<file path="config.mk">
export PLATFORM = sky130hd
export DESIGN_NAME = tws_master_status
export DESIGN_NICKNAME = d
export VERILOG_FILES = /design/src/tws_pkg.sv /design/src/tws_master_status.sv
export VERILOG_INCLUDE_DIRS = /design/src
export SDC_FILE = /design/constraint.sdc
export NUM_CORES = 1
export LEC_CHECK = 0
export BUFFER_PORTS_ARGS = -buffer_cell sky130_fd_sc_hd__buf_2
export CELL_PAD_IN_SITES_DETAIL_PLACEMENT = 0
export CELL_PAD_IN_SITES_GLOBAL_PLACEMENT = 1
export CORE_AREA = 4 4 117 119
export DETAILED_ROUTE_END_ITERATION = 10
export DIE_AREA = 0 0 121 123
export PLACE_DENSITY = 0.59
export SLEW_MARGIN = 20
export SYNTH_ARGS = -nofsm -noshare
export SYNTH_HDL_FRONTEND = slang
export SYNTH_SLANG_ARGS = --single-unit
</file>
<file path="constraint.sdc">
create_clock -name clock_i -period 2.3 [get_ports clock_i]
set_input_delay 0.345 -clock clock_i [delete_from_list [all_inputs] [get_ports clock_i]]
set_output_delay 0.345 -clock clock_i [all_outputs]
set_load 0.05 [all_outputs]
</file>
<file path="src/tws_cfg.svh">
// Constants for the two-wire master status and read-back block.
// Assumes APB byte addressing: the byte address of a register is four times its index.
//
// Summary of operation
// RULE1 - Done flag reads 1 when transfer finished
// RULE2 - Command register mirrors ack bit2, launch bit4
// RULE3 - Host writes data, command, then polls status
// RULE4 - Host reads command, lowlevel, status, readdata
// RULE5 - Read-data register returns same byte as data
// RULE6 - Received byte field read-only, reset zero
// RULE7 - Ack flag set on acknowledged write
// RULE8 - Launch clears done; final phase sets it
`ifndef TWS_CFG_SVH
`define TWS_CFG_SVH

// ----------------------------------------------------------------
// Register indices (byte address = index * 4)
// ----------------------------------------------------------------
`define TWS_IDX_INT_STAT 8'hE0
`define TWS_IDX_INT_MASK 8'hE1
`define TWS_IDX_DATA 8'hEA
`define TWS_IDX_CMD 8'hEB
`define TWS_IDX_LOWLEVEL 8'hEC
`define TWS_IDX_STATUS 8'hED
`define TWS_IDX_READBACK 8'hEE

// ----------------------------------------------------------------
// Field positions
// ----------------------------------------------------------------
`define TWS_CMD_READ_BIT 0
`define TWS_CMD_ACK_BIT 2
`define TWS_CMD_LAUNCH_BIT 4
`define TWS_STAT_DONE_BIT 0
`define TWS_STAT_ACK_BIT 1
`define TWS_INT_DONE_BIT 0
`define TWS_INT_NACK_BIT 1

// ----------------------------------------------------------------
// Reset values
// ----------------------------------------------------------------
`define TWS_RX_RESET 8'h00
`define TWS_INT_RESET 2'h0

// ----------------------------------------------------------------
// Timing: quarter of a serial bit period
// ----------------------------------------------------------------
`define TWS_CLK_NS 40
`define TWS_QTR_NS 2500
`define TWS_QTR_CYC ((`TWS_QTR_NS + `TWS_CLK_NS - 1) / `TWS_CLK_NS)

`endif

</file>
<file path="src/tws_pkg.sv">
// Types shared by the two-wire master status block.
// Assumes the constants header is included by the design file.
package tws_pkg;

    // ------------------------------------------------------------
    // Serial engine states, one-hot
    // ------------------------------------------------------------
    typedef enum logic [4:0] {
        ST_IDLE  = 5'b0_0001,
        ST_START = 5'b0_0010,
        ST_BIT   = 5'b0_0100,
        ST_ACK   = 5'b0_1000,
        ST_STOP  = 5'b1_0000
    } tws_state_t;

endpackage : tws_pkg

</file>
<file path="src/tws_master_status.sv">
// Two-wire master byte engine with APB status, command and read-back registers.
// Assumes a 25 MHz clock, open-drain pads outside, and an APB master on the same clock.
//
// The APB register port was chosen for this implementation.
`timescale 1ns/1ps
`include "tws_cfg.svh"

module tws_master_status (
    input wire logic clock_i,          // Core clock, 25 MHz
    input wire logic reset_i,          // Synchronous reset, active high
    input wire logic psel_i,           // APB select
    input wire logic penable_i,        // APB access phase
    input wire logic pwrite_i,         // APB direction, 1 = write
    input wire logic [11:0] paddr_i,   // APB byte address
    input wire logic [31:0] pwdata_i,  // APB write data
    output logic [31:0] prdata_o,      // APB read data
    output logic pready_o,             // APB ready
    output logic pslverr_o,            // APB error on unmapped address
    output logic irq_o,                // Level interrupt
    input wire logic sda_i,            // Serial data pad level
    output logic sda_o,                // Serial data output value, always 0
    output logic sda_oe_o,             // Serial data pulled low while high
    output logic scl_o,                // Serial clock output value, always 0
    output logic scl_oe_o              // Serial clock pulled low while high
);

    // ------------------------------------------------------------
    // Declarations
    // ------------------------------------------------------------
    tws_pkg::tws_state_t state_reg;
    logic [6:0] tick_cnt_reg;
    logic [1:0] phase_reg;
    logic [2:0] bit_cnt_reg;
    logic [7:0] tx_reg, rx_reg;
    logic read_mode_reg, done_reg, ack_reg;
    logic [1:0] int_stat_reg, int_stat_next, int_mask_reg;
    logic sda_s1_reg, sda_s2_reg, sda_s3_reg, sda_f_reg;
    logic sda_low_reg, scl_low_reg;
    logic [31:0] prdata_reg;
    logic pready_reg, pslverr_reg, irq_reg, zero_reg;

    // ------------------------------------------------------------
    // APB decode
    // ------------------------------------------------------------
    // Index sits in address bits 9:2; anything above must be zero
    wire [7:0] idx = paddr_i[9:2];
    wire hi_ok = (paddr_i[11:10] == 2'h0);
    wire sel_stat = hi_ok && (idx == `TWS_IDX_INT_STAT);
    wire sel_mask = hi_ok && (idx == `TWS_IDX_INT_MASK);
    wire sel_data = hi_ok && (idx == `TWS_IDX_DATA);
    wire sel_cmd = hi_ok && (idx == `TWS_IDX_CMD);
    wire sel_ll = hi_ok && (idx == `TWS_IDX_LOWLEVEL);
    wire sel_mis = hi_ok && (idx == `TWS_IDX_STATUS);
    wire sel_rb = hi_ok && (idx == `TWS_IDX_READBACK);
    wire mapped = sel_stat | sel_mask | sel_data | sel_cmd | sel_ll | sel_mis | sel_rb;
    wire setup = psel_i && !penable_i;
    wire access = psel_i && penable_i && pready_reg;
    wire wr_acc = access && pwrite_i && mapped;
    wire rd_acc = access && !pwrite_i;
    wire idle = (state_reg == tws_pkg::ST_IDLE);
    // Launch while busy is ignored so a running byte is never corrupted
    wire launch = wr_acc && sel_cmd && pwdata_i[`TWS_CMD_LAUNCH_BIT] && idle;

    // ------------------------------------------------------------
    // Read views
    // ------------------------------------------------------------
    wire [31:0] cmd_word = {27'h000_0000, !done_reg && !idle ? 1'b1 : !done_reg && launch,
                            1'b0, ack_reg, 1'b0, read_mode_reg}; // RULE2
    wire [31:0] mis_word = {30'h0000_0000, ack_reg, done_reg}; // RULE1 RULE7
    wire [31:0] data_word = {24'h00_0000, rx_reg}; // RULE6
    wire [31:0] rb_word = data_word; // RULE5
    wire [31:0] ll_word = {30'h0000_0000, sda_f_reg, !scl_low_reg};
    wire [31:0] rd_word =
        sel_stat ? {30'h0000_0000, int_stat_reg} :
        sel_mask ? {30'h0000_0000, int_mask_reg} :
        sel_data ? data_word :
        sel_cmd ? cmd_word :
        sel_ll ? ll_word :
        sel_mis ? mis_word :
        sel_rb ? rb_word : 32'h0000_0000;

    // ------------------------------------------------------------
    // Engine timing
    // ------------------------------------------------------------
    wire tick = (tick_cnt_reg == 7'(`TWS_QTR_CYC - 1));
    wire last_ph = tick && (phase_reg == 2'h3);
    wire finish = last_ph && (state_reg == tws_pkg::ST_STOP);
    wire ack_sample = tick && (phase_reg == 2'h2) && (state_reg == tws_pkg::ST_ACK);
    wire nack_event = ack_sample && !read_mode_reg && sda_f_reg;

    // ------------------------------------------------------------
    // Interrupt status: set beats a same-cycle write-one clear
    // ------------------------------------------------------------
    wire [1:0] int_set = {nack_event, finish};
    wire [1:0] int_clr = (wr_acc && sel_stat) ? pwdata_i[1:0] : 2'h0;
    assign int_stat_next = (int_stat_reg & ~int_clr) | int_set;
    wire [1:0] int_mask_next = (wr_acc && sel_mask) ? pwdata_i[1:0] : int_mask_reg;

    // ------------------------------------------------------------
    // APB answer: data latched in setup, ready on first access cycle
    // ------------------------------------------------------------
    always_ff @(posedge clock_i) begin
        if (reset_i) begin
            prdata_reg <= 32'h0000_0000;
            pready_reg <= 1'b0;
            pslverr_reg <= 1'b0;
        end else begin
            prdata_reg <= setup && !pwrite_i ? rd_word : prdata_reg;
            pready_reg <= setup;
            pslverr_reg <= setup && !mapped;
        end
    end

    // ------------------------------------------------------------
    // Interrupt and pad registers
    // ------------------------------------------------------------
    always_ff @(posedge clock_i) begin
        if (reset_i) begin
            int_stat_reg <= `TWS_INT_RESET;
            int_mask_reg <= `TWS_INT_RESET;
            irq_reg <= 1'b0;
            zero_reg <= 1'b0;
        end else begin
            int_stat_reg <= int_stat_next;
            int_mask_reg <= int_mask_next;
            irq_reg <= |(int_stat_next & int_mask_next);
            zero_reg <= 1'b0;
        end
    end

    // ------------------------------------------------------------
    // Data pad synchroniser; a change counts once stages 2 and 3 agree
    // ------------------------------------------------------------
    always_ff @(posedge clock_i) begin
        if (reset_i) begin
            sda_s1_reg <= 1'b1;
            sda_s2_reg <= 1'b1;
            sda_s3_reg <= 1'b1;
            sda_f_reg <= 1'b1;
        end else begin
            sda_s1_reg <= sda_i;
            sda_s2_reg <= sda_s1_reg;
            sda_s3_reg <= sda_s2_reg;
            sda_f_reg <= (sda_s2_reg == sda_s3_reg) ? sda_s3_reg : sda_f_reg;
        end
    end

    // ------------------------------------------------------------
    // Quarter-bit timer and phase, idle holds them at zero
    // ------------------------------------------------------------
    always_ff @(posedge clock_i) begin
        if (reset_i || idle) begin
            tick_cnt_reg <= 7'h00;
            phase_reg <= 2'h0;
        end else begin
            tick_cnt_reg <= tick ? 7'h00 : tick_cnt_reg + 7'h01;
            phase_reg <= tick ? phase_reg + 2'h1 : phase_reg;
        end
    end

    // ------------------------------------------------------------
    // Done and acknowledge flags
    // ------------------------------------------------------------
    always_ff @(posedge clock_i) begin
        if (reset_i) begin
            done_reg <= 1'b0;
            ack_reg <= 1'b0;
        end else begin
            if (launch) begin
                done_reg <= 1'b0; // RULE8
                ack_reg <= 1'b0;
            end else if (finish) begin
                done_reg <= 1'b1; // RULE1 RULE8
            end
            if (ack_sample) begin
                ack_reg <= !read_mode_reg && !sda_f_reg; // RULE7
            end
        end
    end

    // ------------------------------------------------------------
    // Byte engine: start, eight bits, acknowledge slot, stop
    // ------------------------------------------------------------
    // Reads always answer with a not-acknowledge: one byte per launch
    always_ff @(posedge clock_i) begin
        if (reset_i) begin
            state_reg <= tws_pkg::ST_IDLE;
            bit_cnt_reg <= 3'h0;
            tx_reg <= 8'h00;
            rx_reg <= `TWS_RX_RESET;
            read_mode_reg <= 1'b0;
            sda_low_reg <= 1'b0;
            scl_low_reg <= 1'b0;
        end else begin
            if (wr_acc && sel_data && idle) begin
                tx_reg <= pwdata_i[7:0];
            end
            unique case (state_reg)
                tws_pkg::ST_IDLE: begin
                    if (launch) begin
                        read_mode_reg <= pwdata_i[`TWS_CMD_READ_BIT];
                        bit_cnt_reg <= 3'h0;
                        state_reg <= tws_pkg::ST_START;
                    end
                end
                tws_pkg::ST_START: begin
                    if (tick && phase_reg == 2'h1) sda_low_reg <= 1'b1;
                    if (last_ph) begin
                        scl_low_reg <= 1'b1;
                        state_reg <= tws_pkg::ST_BIT;
                    end
                end
                tws_pkg::ST_BIT: begin
                    if (tick && phase_reg == 2'h0) begin
                        sda_low_reg <= !read_mode_reg && !tx_reg[3'h7 - bit_cnt_reg];
                    end
                    if (tick && phase_reg == 2'h1) scl_low_reg <= 1'b0;
                    if (tick && phase_reg == 2'h2 && read_mode_reg) begin
                        rx_reg <= {rx_reg[6:0], sda_f_reg}; // RULE6
                    end
                    if (last_ph) begin
                        scl_low_reg <= 1'b1;
                        bit_cnt_reg <= bit_cnt_reg + 3'h1;
                        state_reg <= (bit_cnt_reg == 3'h7) ? tws_pkg::ST_ACK : tws_pkg::ST_BIT;
                    end
                end
                tws_pkg::ST_ACK: begin
                    if (tick && phase_reg == 2'h0) sda_low_reg <= 1'b0;
                    if (tick && phase_reg == 2'h1) scl_low_reg <= 1'b0;
                    if (last_ph) begin
                        scl_low_reg <= 1'b1;
                        state_reg <= tws_pkg::ST_STOP;
                    end
                end
                tws_pkg::ST_STOP: begin
                    if (tick && phase_reg == 2'h0) sda_low_reg <= 1'b1;
                    if (tick && phase_reg == 2'h1) scl_low_reg <= 1'b0;
                    if (tick && phase_reg == 2'h2) sda_low_reg <= 1'b0;
                    if (last_ph) begin
                        state_reg <= tws_pkg::ST_IDLE;
                    end
                end
            endcase
        end
    end

    // ------------------------------------------------------------
    // Outputs
    // ------------------------------------------------------------
    assign prdata_o = prdata_reg;
    assign pready_o = pready_reg;
    assign pslverr_o = pslverr_reg;
    assign irq_o = irq_reg;
    assign sda_o = zero_reg;
    assign scl_o = zero_reg;
    assign sda_oe_o = sda_low_reg;
    assign scl_oe_o = scl_low_reg;
endmodule : tws_master_status

</file>
-- Word level (Yosys, flattened, before mapping)
Index checks and enable logic that the tools add are counted.
W data, S select, Z words.
- add/subtract/negate cells: 4
- order comparisons: 1
- eq/ne operators: 27
- mux-type cells: 34
- bitwise gates (word level): 10
- reduce and logical (&&, ||, !) cells: 60
- operators by type and width (operator ; number):
    $eq A8 B8 Y1 const B ; 7
    $mux W8 ; 7
    $logic_and A1 B1 Y1 ; 34
    $mux W5 ; 5
    $pmux W5 S5 ; 1
    $mux W1 ; 12
    $ne A2 B2 Y1 const B ; 6
    $reduce_and A5 Y1 ; 2
    $logic_not A1 Y1 ; 9
    $reduce_or A2 Y1 ; 4
    $add A7 B1 Y7 const B ; 1
    $eq A7 B6 Y1 const B ; 1
    $mux W3 ; 2
    $or A1 B1 Y1 ; 6
    $pmux W3 S2 ; 1
    $reduce_and A2 Y1 ; 3
    $eq A5 B1 Y1 const B ; 1
    $eq A5 B2 Y1 const B ; 1
    $eq A5 B3 Y1 const B ; 1
    $eq A5 B4 Y1 const B ; 1
    $eq A5 B5 Y1 const B ; 1
    $and A2 B2 Y2 ; 2
    $eq A2 B2 Y1 const B ; 2
    $logic_not A2 Y1 ; 2
    21 further kinds ; 24
- register bits: 81
- bits of input ports: 50
- output and inout port bits: 39
- logic and storage cells: 157

-- Longest topological paths before layout
Gate-level depths: netlist of the first run.
- word-level depth: 18
- gate-level depth with buffers: 8
- mapped depth without buffers: 7

-- Worst setup path after synthesis of the first run
Ideal clock, no wire load.
- kind: register to register
- start: register pready_reg (netlist: pready_o)
- end: register prdata_reg[4] (netlist: prdata_o[4])
- setup time: 79 ps
- arrival time: 1920 ps
- data required time: 2221 ps
- path slack: 300 ps
- stages on the path, launching flop included: 6
- buffers on the path: 0
- period minus slack after synthesis: 2000 ps
- path through: dfxtp_1 -> nand4_2 -> nor3_2 -> a21boi_4 -> or4_1 -> a211oi_2
- word-level cells in the longest chain between the ends: 12
- RTL lines (what ; RTL line ; text):
    from (decl) ; tws_master_status.sv:40 ; logic pready_reg, pslverr_reg, irq_reg, zero_reg;
    from (signal assigned) ; tws_master_status.sv:109 ; pready_reg <= setup;
    $logic_and A1 B1 Y1 ; tws_master_status.sv:57 ; wire access = psel_i && penable_i && pready_reg;
    $logic_and A1 B1 Y1 (2 in series) ; tws_master_status.sv:58 ; wire wr_acc = access && pwrite_i && mapped;
    $logic_and A1 B1 Y1 (3 in series) ; tws_master_status.sv:62 ; wire launch = wr_acc && sel_cmd && pwdata_i[`TWS_CMD_LAUNCH_BIT] && idle;
    $logic_and A1 B1 Y1 ; tws_master_status.sv:67 ; wire [31:0] cmd_word = {27'h000_0000, !done_reg && !idle ? 1'b1 : !done_reg && launch,
    $mux W1 ; tws_master_status.sv:67 ;
    $mux W8 ; tws_master_status.sv:77 ; sel_cmd ? cmd_word :
    $mux W8 ; tws_master_status.sv:76 ; sel_data ? data_word :
    $mux W8 ; tws_master_status.sv:75 ; sel_mask ? {30'h0000_0000, int_mask_reg} :
    $mux W8 ; tws_master_status.sv:74 ; sel_stat ? {30'h0000_0000, int_stat_reg} :
    to (signal assigned) ; tws_master_status.sv:108 ; prdata_reg <= setup && !pwrite_i ? rd_word : prdata_reg;
    to (decl) ; tws_master_status.sv:39 ; logic [31:0] prdata_reg;
No other way between the ends.
A chain may end at the register's enable or synchronous reset.

-- Final worst setup path of the first run
- start: register state_reg[2]
- end: register state_reg[3]
- word-level cells in the longest chain between the ends: 4
- elaborated cells on any way between the ends: 13
- those cells by class: eq/ne (10); mux (1); reduce/logical (2)
- RTL lines (what ; RTL line ; text):
    from (decl) ; tws_master_status.sv:30 ; tws_pkg::tws_state_t state_reg;
    from (signal assigned) ; tws_master_status.sv:187 ; state_reg <= tws_pkg::ST_IDLE;
    from (signal assigned) ; tws_master_status.sv:203 ; state_reg <= tws_pkg::ST_START;
    from (signal assigned) ; tws_master_status.sv:210 ; state_reg <= tws_pkg::ST_BIT;
    $eq A5 B1 Y1 ; tws_master_status.sv:60, tws_master_status.sv:198 ;
    $logic_and A1 B1 Y1 ; tws_master_status.sv:62 ;
    $ne A2 B1 Y1 (no line) ; n/a ;
    $reduce_and A5 Y1 (no line) ; n/a ;
Parallel ways exist; a longest one is shown, timed or not.

==> results of run 1 <==
==> final timing paths <==
path | startpoint | end | slack [ns]
max | state_reg[2] | state_reg[3] | 0.28
min | sda_i | sda_s1_reg | 0.20
max reg2reg | state_reg[2] | state_reg[3] | 0.28
min reg2reg | sda_s1_reg | sda_s2_reg | 0.41
==> per-stage QoR <==
step | hold WS [ns] | utilization
6_report | 0.197 | 0.293
4_1_cts | 0.179 | 0.293
2_1_floorplan | 0.389 | -
3_5_place_dp | 0.393 | 0.268
3_3_place_gp | 0.394 | 0.268
5_1_grt | 0.194 | 0.293
==> final cells by class <==
cell class                 count  area, µm²
clock buffer                  10        229
clock inverter                 6       82.6
fill                        1317       8880
inverter                      10       37.5
multi-input combinational    258       1750
sequential                    57       1140
tap                          172        215
timing repair buffer          43        233
==> worst max-delay path, delay by kind of cell (launching register included) <==
kind / cells / cell delay (ns)
AOI/OAI and AO/OA: 2 / 0.55
xor gates and xnor gates: 1 / 0.17
DFF: 1 / 0.63
and+or+nand+nor: 2 / 0.60
==> cells by family (layout without fill, tap and decap cells) <==
family,count (synthesis),in the layout,share of synthesized area
buf+inv,53,69,0.102
flops,57,57,0.367
other cells,1,26,0.00120
xor+xnor,8,8,0.0249
mux,24,24,0.0884
compound gates,57,57,0.133
simple gates,135,135,0.252
fa+ha+maj,8,8,0.0322
==> per-layer routing <==
metal	GRT usage	vias up
met5	0	-
met2	0.150	59
met3	0.0316	9
met1	0.145	1125
li1	-	1238
met4	0.0382	0
==> power breakdown <==
group / total [mW] / internal (mW) / switching [mW] / leakage (nW)
sequential: 1.03 / 1.01 / 0.0261 / 0.461
clock: 1.41 / 0.941 / 0.470 / 0.152
combinational: 0.305 / 0.0802 / 0.225 / 0.983
==> cell usage after synthesis (2+ instances only) <==
| cell type | instances |
|---|---|
| a21oi_1 | 17 |
| nor3_1 | 7 |
| nand2b_1 | 3 |
| nand3_1 | 14 |
| and4b_1 | 2 |
| a211oi_1 | 3 |
| buf_2 | 6 |
| nor2b_1 | 4 |
| o31ai_1 | 3 |
| and4_1 | 2 |
| or2_2 | 6 |
| and3_1 | 3 |
| nor2_1 | 46 |
| xnor2_1 | 3 |
| ha_1 | 8 |
| nand3b_1 | 2 |
| or4b_1 | 2 |
| a31o_2 | 2 |
| mux2i_1 | 20 |
| o21a_1 | 2 |
| clkbuf_1 | 8 |
| inv_1 | 10 |
| or3_1 | 4 |
| a31oi_1 | 5 |
| a22oi_1 | 2 |
| xor2_1 | 4 |
| nand4_1 | 2 |
| and2_1 | 3 |
| o21ai_0 | 6 |
| a311oi_1 | 2 |
| nor3b_1 | 4 |
| dfxtp_1 | 57 |
| buf_6 | 2 |
| mux2_2 | 2 |
| mux4_1 | 2 |
| buf_4 | 26 |
| nand2_1 | 17 |
| o21bai_1 | 5 |
==> qor.yml, run 1 <==
setup_path:
  cp_cell_sequence: "xnor2_2 > nor2_1 > o311a_1 > or4b_1 > a21oi_1"
  critical_path_class: "reg2reg"
  max_stage_delay_ns: 0.63
  path_max_fanout: 14
  crit_path_end_kind: "flop"
  start_kind: "flop"
  cp_data_arrival_time_ns: 2.28
  r2r_cells: 5
  slowest_stage: "dfxtp_1"
  worst_ep_required_time_ns: 2.56
clock_network:
  cts_resized: 0
  tritoncts: "yes"
  cts_buffers: 9
  clock_latency_ns: 0.33
  cts.clk_slew.worst_paths_ns: 0.05
  h-tree-depth: 3
  cts.sinks: 57
  cts_root_buffer: "clkbuf_16"
  post_cts_buffers: 0
  cts_hold_buf: 0
  cts_buffer_depth: 2
floorplan:
  coreArea_um2: 12600
  num_rows: 41
  io_pins: 89
  fp.dieW_um: 121
  die_area_um2: 14900
  die_h_um: 123
  start_util: 0.248
logic_synthesis:
  synth_edf_count: 0
  synth.ff_latch_count: 57
  synth_area_leaders: "dfxtp_1 37%, mux2i_1 6.4%, buf_4 6.3%"
  synth.yosys.warnings: 0
  avgSynthCellArea_um2: 9.08
  synthArstFlopShare: 0
  synth.distinct_cells: 65
  synth_area_um2: 3110
  ys.flop_type: "dfxtp_1"
  syn_inst: 343
  synth_top_area_frac: 0.367
  yosysSeqAreaShare: 0.367
  synth_area_leader_cell: "dfxtp_1"
grt:
  grt_use_total: 0.104
  antenna_found_initial: 0
  first_global_vias: 2291
  grt_start_max_net_pins: 34
  grt_pass1_wl_mm: 12.2
  grt_overflow: 0
cells_and_area:
  fin_nets: 437
  drive_gt1_frac: 0.214
  fin_cells: 556
  area_delta_synth_final_pct: 18.4
  final_cell_mix: "57 x dfxtp_1, 46 x nor2_1, 36 x buf_2"
  final_common_cell: "dfxtp_1"
  fin_area_um2: 3680
  diodes: 0
place:
  numPortBuffers: 36
  gp_congestion: 0.775
  dp_cells: 540
  dp_hpwl_mm: 5.35
  post-place-ws_ns: 0.283
  place_area_um2: 3370
timing:
  min_period_ns: 2.02
  finalCritPeriodShare: 0.879
  fin_tns_setup_ns: 0
  final-hold-violation-count: 0
  setup_ws_ns: 0.278
  fmax_mhz: 494
  fin_worst_skew_ns: 0.00610
  drv_slew: 0
  maxSlewHeadroom: 0.561
  worstMarginPinSlew_ns: 0.659
  rsz0062_at_grt: "false"
  finalSetupViolations: 0
routing:
  drt-initial-drc-count: 96
  postRouteAntennaNets: 0
  wirelength_mm: 7.33
  wl_per_cell_um: 13.2
  dr_wl_met2_mm: 3.16
  drtPass1Iterations: 4
  drc: 0
  num_vias: 2431
  route.met3.wl_um: 399
  via_per_inst: 4.37
  met1_length_mm: 3.64
  highest_layer: "met4"
power:
  power_density_nw_per_um2: 746
  power.total_mw: 2.75
  peakVddDrop_v: 0.000317
  p_leak_nw: 1.60
flow_run:
  maxCapViolations: 0
worst_hold_path:
  holdPathStages: 2
  hp-class: "in2reg"
run_status:
  status: "finished clean"
No activity file was read; power rests on OpenSTA's default activity.
==> inputs of run 2 (changes only) <==
--- a/config.mk
+++ b/config.mk
@@ -6,13 +6,13 @@
 export SDC_FILE = /design/constraint.sdc
 export NUM_CORES = 1
 export LEC_CHECK = 0
-export BUFFER_PORTS_ARGS = -buffer_cell sky130_fd_sc_hd__buf_2
+export BUFFER_PORTS_ARGS = -buffer_cell sky130_fd_sc_hd__buf_4
 export CELL_PAD_IN_SITES_DETAIL_PLACEMENT = 0
 export CELL_PAD_IN_SITES_GLOBAL_PLACEMENT = 1
 export CORE_AREA = 4 4 117 119
 export DETAILED_ROUTE_END_ITERATION = 10
 export DIE_AREA = 0 0 121 123
-export PLACE_DENSITY = 0.59
+export PLACE_DENSITY = 0.65
 export SLEW_MARGIN = 20
 export SYNTH_ARGS = -nofsm -noshare
 export SYNTH_HDL_FRONTEND = slang
==> run 2 against run 1 <==
Critical path depth did not move. Sequential power is essentially flat. Clock power barely moved. Global-route usage fell by 0.54 points. Clock-buffer cell count grew 3. Non-clock buffer count decreased by 3. Clock skew rose by 0.0011 ns. Worst hold slack gained 0.013 ns. Register-to-register slack barely moved.
==> qor.yml, run 2 (synthesis gave the netlist of run 1 again) <==
run_status:
  status: "finished clean"  # unchanged
clock_network:
  cts_buffers: 9  # unchanged
  cts_hold_buf: 0  # unchanged
  tritoncts: "yes"  # unchanged
  clock_latency_ns: 0.32  # was 0.33 ns
  h-tree-depth: 3  # unchanged
  cts.clk_slew.worst_paths_ns: 0.05  # about the same
  cts_buffer_depth: 2  # unchanged
  cts.sinks: 57  # unchanged
  cts_resized: 0  # unchanged
  cts_root_buffer: "clkbuf_16"  # unchanged
  post_cts_buffers: 0  # unchanged
place:
  gp_congestion: 0.795  # was 0.775
  numPortBuffers: 36  # unchanged
  post-place-ws_ns: 0.240  # was 0.283 ns
  dp_hpwl_mm: 5.23  # was 5.35 mm
power:
  peakVddDrop_v: 0.000339  # was 0.000317 V
  p_leak_nw: 1.61  # was 1.60 nW
  power_density_nw_per_um2: 726  # was 746 nW/µm²
timing:
  drv_slew: 0  # unchanged
  setup_ws_ns: 0.265  # was 0.278 ns
  finalCritPeriodShare: 0.885  # was 0.879
  rsz0062_at_grt: "false"  # unchanged
  fmax_mhz: 491  # was 494 MHz
  worstMarginPinSlew_ns: 0.680  # was 0.659 ns
  fin_tns_setup_ns: 0  # unchanged
  fin_worst_skew_ns: 0.00721  # was 0.00610 ns
  final-hold-violation-count: 0  # unchanged
  hold_slack_ns: 0.210  # was 0.197 ns
  maxSlewHeadroom: 0.545  # was 0.561
  min_period_ns: 2.03  # was 2.02 ns
  finalSetupViolations: 0  # unchanged
grt:
  grt_pass1_wl_mm: 11.7  # was 12.2 mm
  first_global_vias: 2375  # was 2,291
  grt_start_max_net_pins: 51  # was 34
  grt_overflow: 0  # unchanged
  grt_use_total: 0.0984  # was 0.104
  antenna_found_initial: 0  # unchanged
setup_path:
  path_delay_family: "flip-flops"  # unchanged
  cp_data_arrival_time_ns: 2.28  # about the same
  slowest_stage: "dfxtp_1"  # unchanged
  max_stage_delay_ns: 0.63  # about the same
  cp_cell_sequence: "xnor2_2 > nor2_1 > o311a_1 > or4b_1 > a21oi_1"  # unchanged
  critical_path_class: "reg2reg"  # unchanged
  crit_path_end_kind: "flop"  # unchanged
  worst_ep_required_time_ns: 2.55  # was 2.56 ns
  start_kind: "flop"  # unchanged
  worst-path-buf-inv: 0  # unchanged
  path_max_fanout: 14  # unchanged
cells_and_area:
  fin_nets: 434  # was 437
  final_cell_mix: "57 x dfxtp_1, 46 x nor2_1, 40 x buf_4"  # was 57 x dfxtp_1, 46 x nor2_1, 36 x buf_2
  area_delta_synth_final_pct: 20.7  # was 18.4%
  diodes: 0  # unchanged
  seq_area_um2: 1140  # unchanged
  drive_gt1_frac: 0.208  # was 0.214
  fillCellCount: 1327  # was 1,317
  fin_util: 0.299  # was 0.293
  multi_input_area_um2: 1750  # unchanged
  final_common_cell: "dfxtp_1"  # unchanged
routing:
  drtPass1Iterations: 4  # unchanged
  postRouteAntennaNets: 0  # unchanged
  via_per_inst: 4.43  # was 4.37
  wirelength_mm: 7.10  # was 7.33 mm
  num_vias: 2444  # was 2,431
  drt-initial-drc-count: 75  # was 96
  wl_per_cell_um: 12.9  # was 13.2 µm
  drc: 0  # unchanged
worst_hold_path:
  hp-class: "in2reg"  # unchanged
floorplan:
  fp.dieW_um: 121  # unchanged
  coreArea_um2: 12600  # unchanged
  io_pins: 89  # unchanged
  die_h_um: 123  # unchanged
  die_area_um2: 14900  # unchanged
  num_rows: 41  # unchanged
  start_util: 0.248  # unchanged
flow_run:
  maxCapViolations: 0  # unchanged
==> run 2: report_power, final <==
group	switching (mW)	total [mW]	internal, mW
registers	0.0257	1.03	1.01
clock network	0.431	1.38	0.946
logic	0.225	0.317	0.0923
total	0.681	2.73	2.05
==> run 2: path summary, 6_finish.rpt <==
kind                                   start            to  slack (ns)  depth (start not counted)
worst max-delay path            state_reg[2]  state_reg[3]        0.27                          5
worst max register to register  state_reg[2]  state_reg[3]        0.27                          5
worst min-delay path                   sda_i    sda_s1_reg        0.21                          2
worst min register to register    sda_s1_reg    sda_s2_reg        0.41                          1
==> run 2: final cells by class <==
cell class              count  area share
flip-flops and latches     57       0.304
multi-input cells         258       0.465
well taps                 172      0.0573
repair buffers             40      0.0799
clock inverters             2     0.00933
clock buffers              13      0.0746
inverters                  10     0.00999
==> run 2: through the flow <==
stage          std cells  instance area, µm²  power [mW]
2_1_floorplan        368                3210        1.32
3_3_place_gp         537                3440        1.36
3_5_place_dp         537                3440        1.37
4_1_cts              552                3760        2.77
5_1_grt              552                3760        2.84
6_report             552                3760        2.73
==> run 2: layer usage <==
| layer | part of all wire | track usage | routed length, µm |
|---|---|---|---|
| met1 | 0.48 | 0.131 | 3430 |
| met2 | 0.44 | 0.150 | 3120 |
| met3 | 0.062 | 0.0293 | 437 |
| met4 | 0.015 | 0.0368 | 110 |
| met5 | 0 | 0 | 0 |
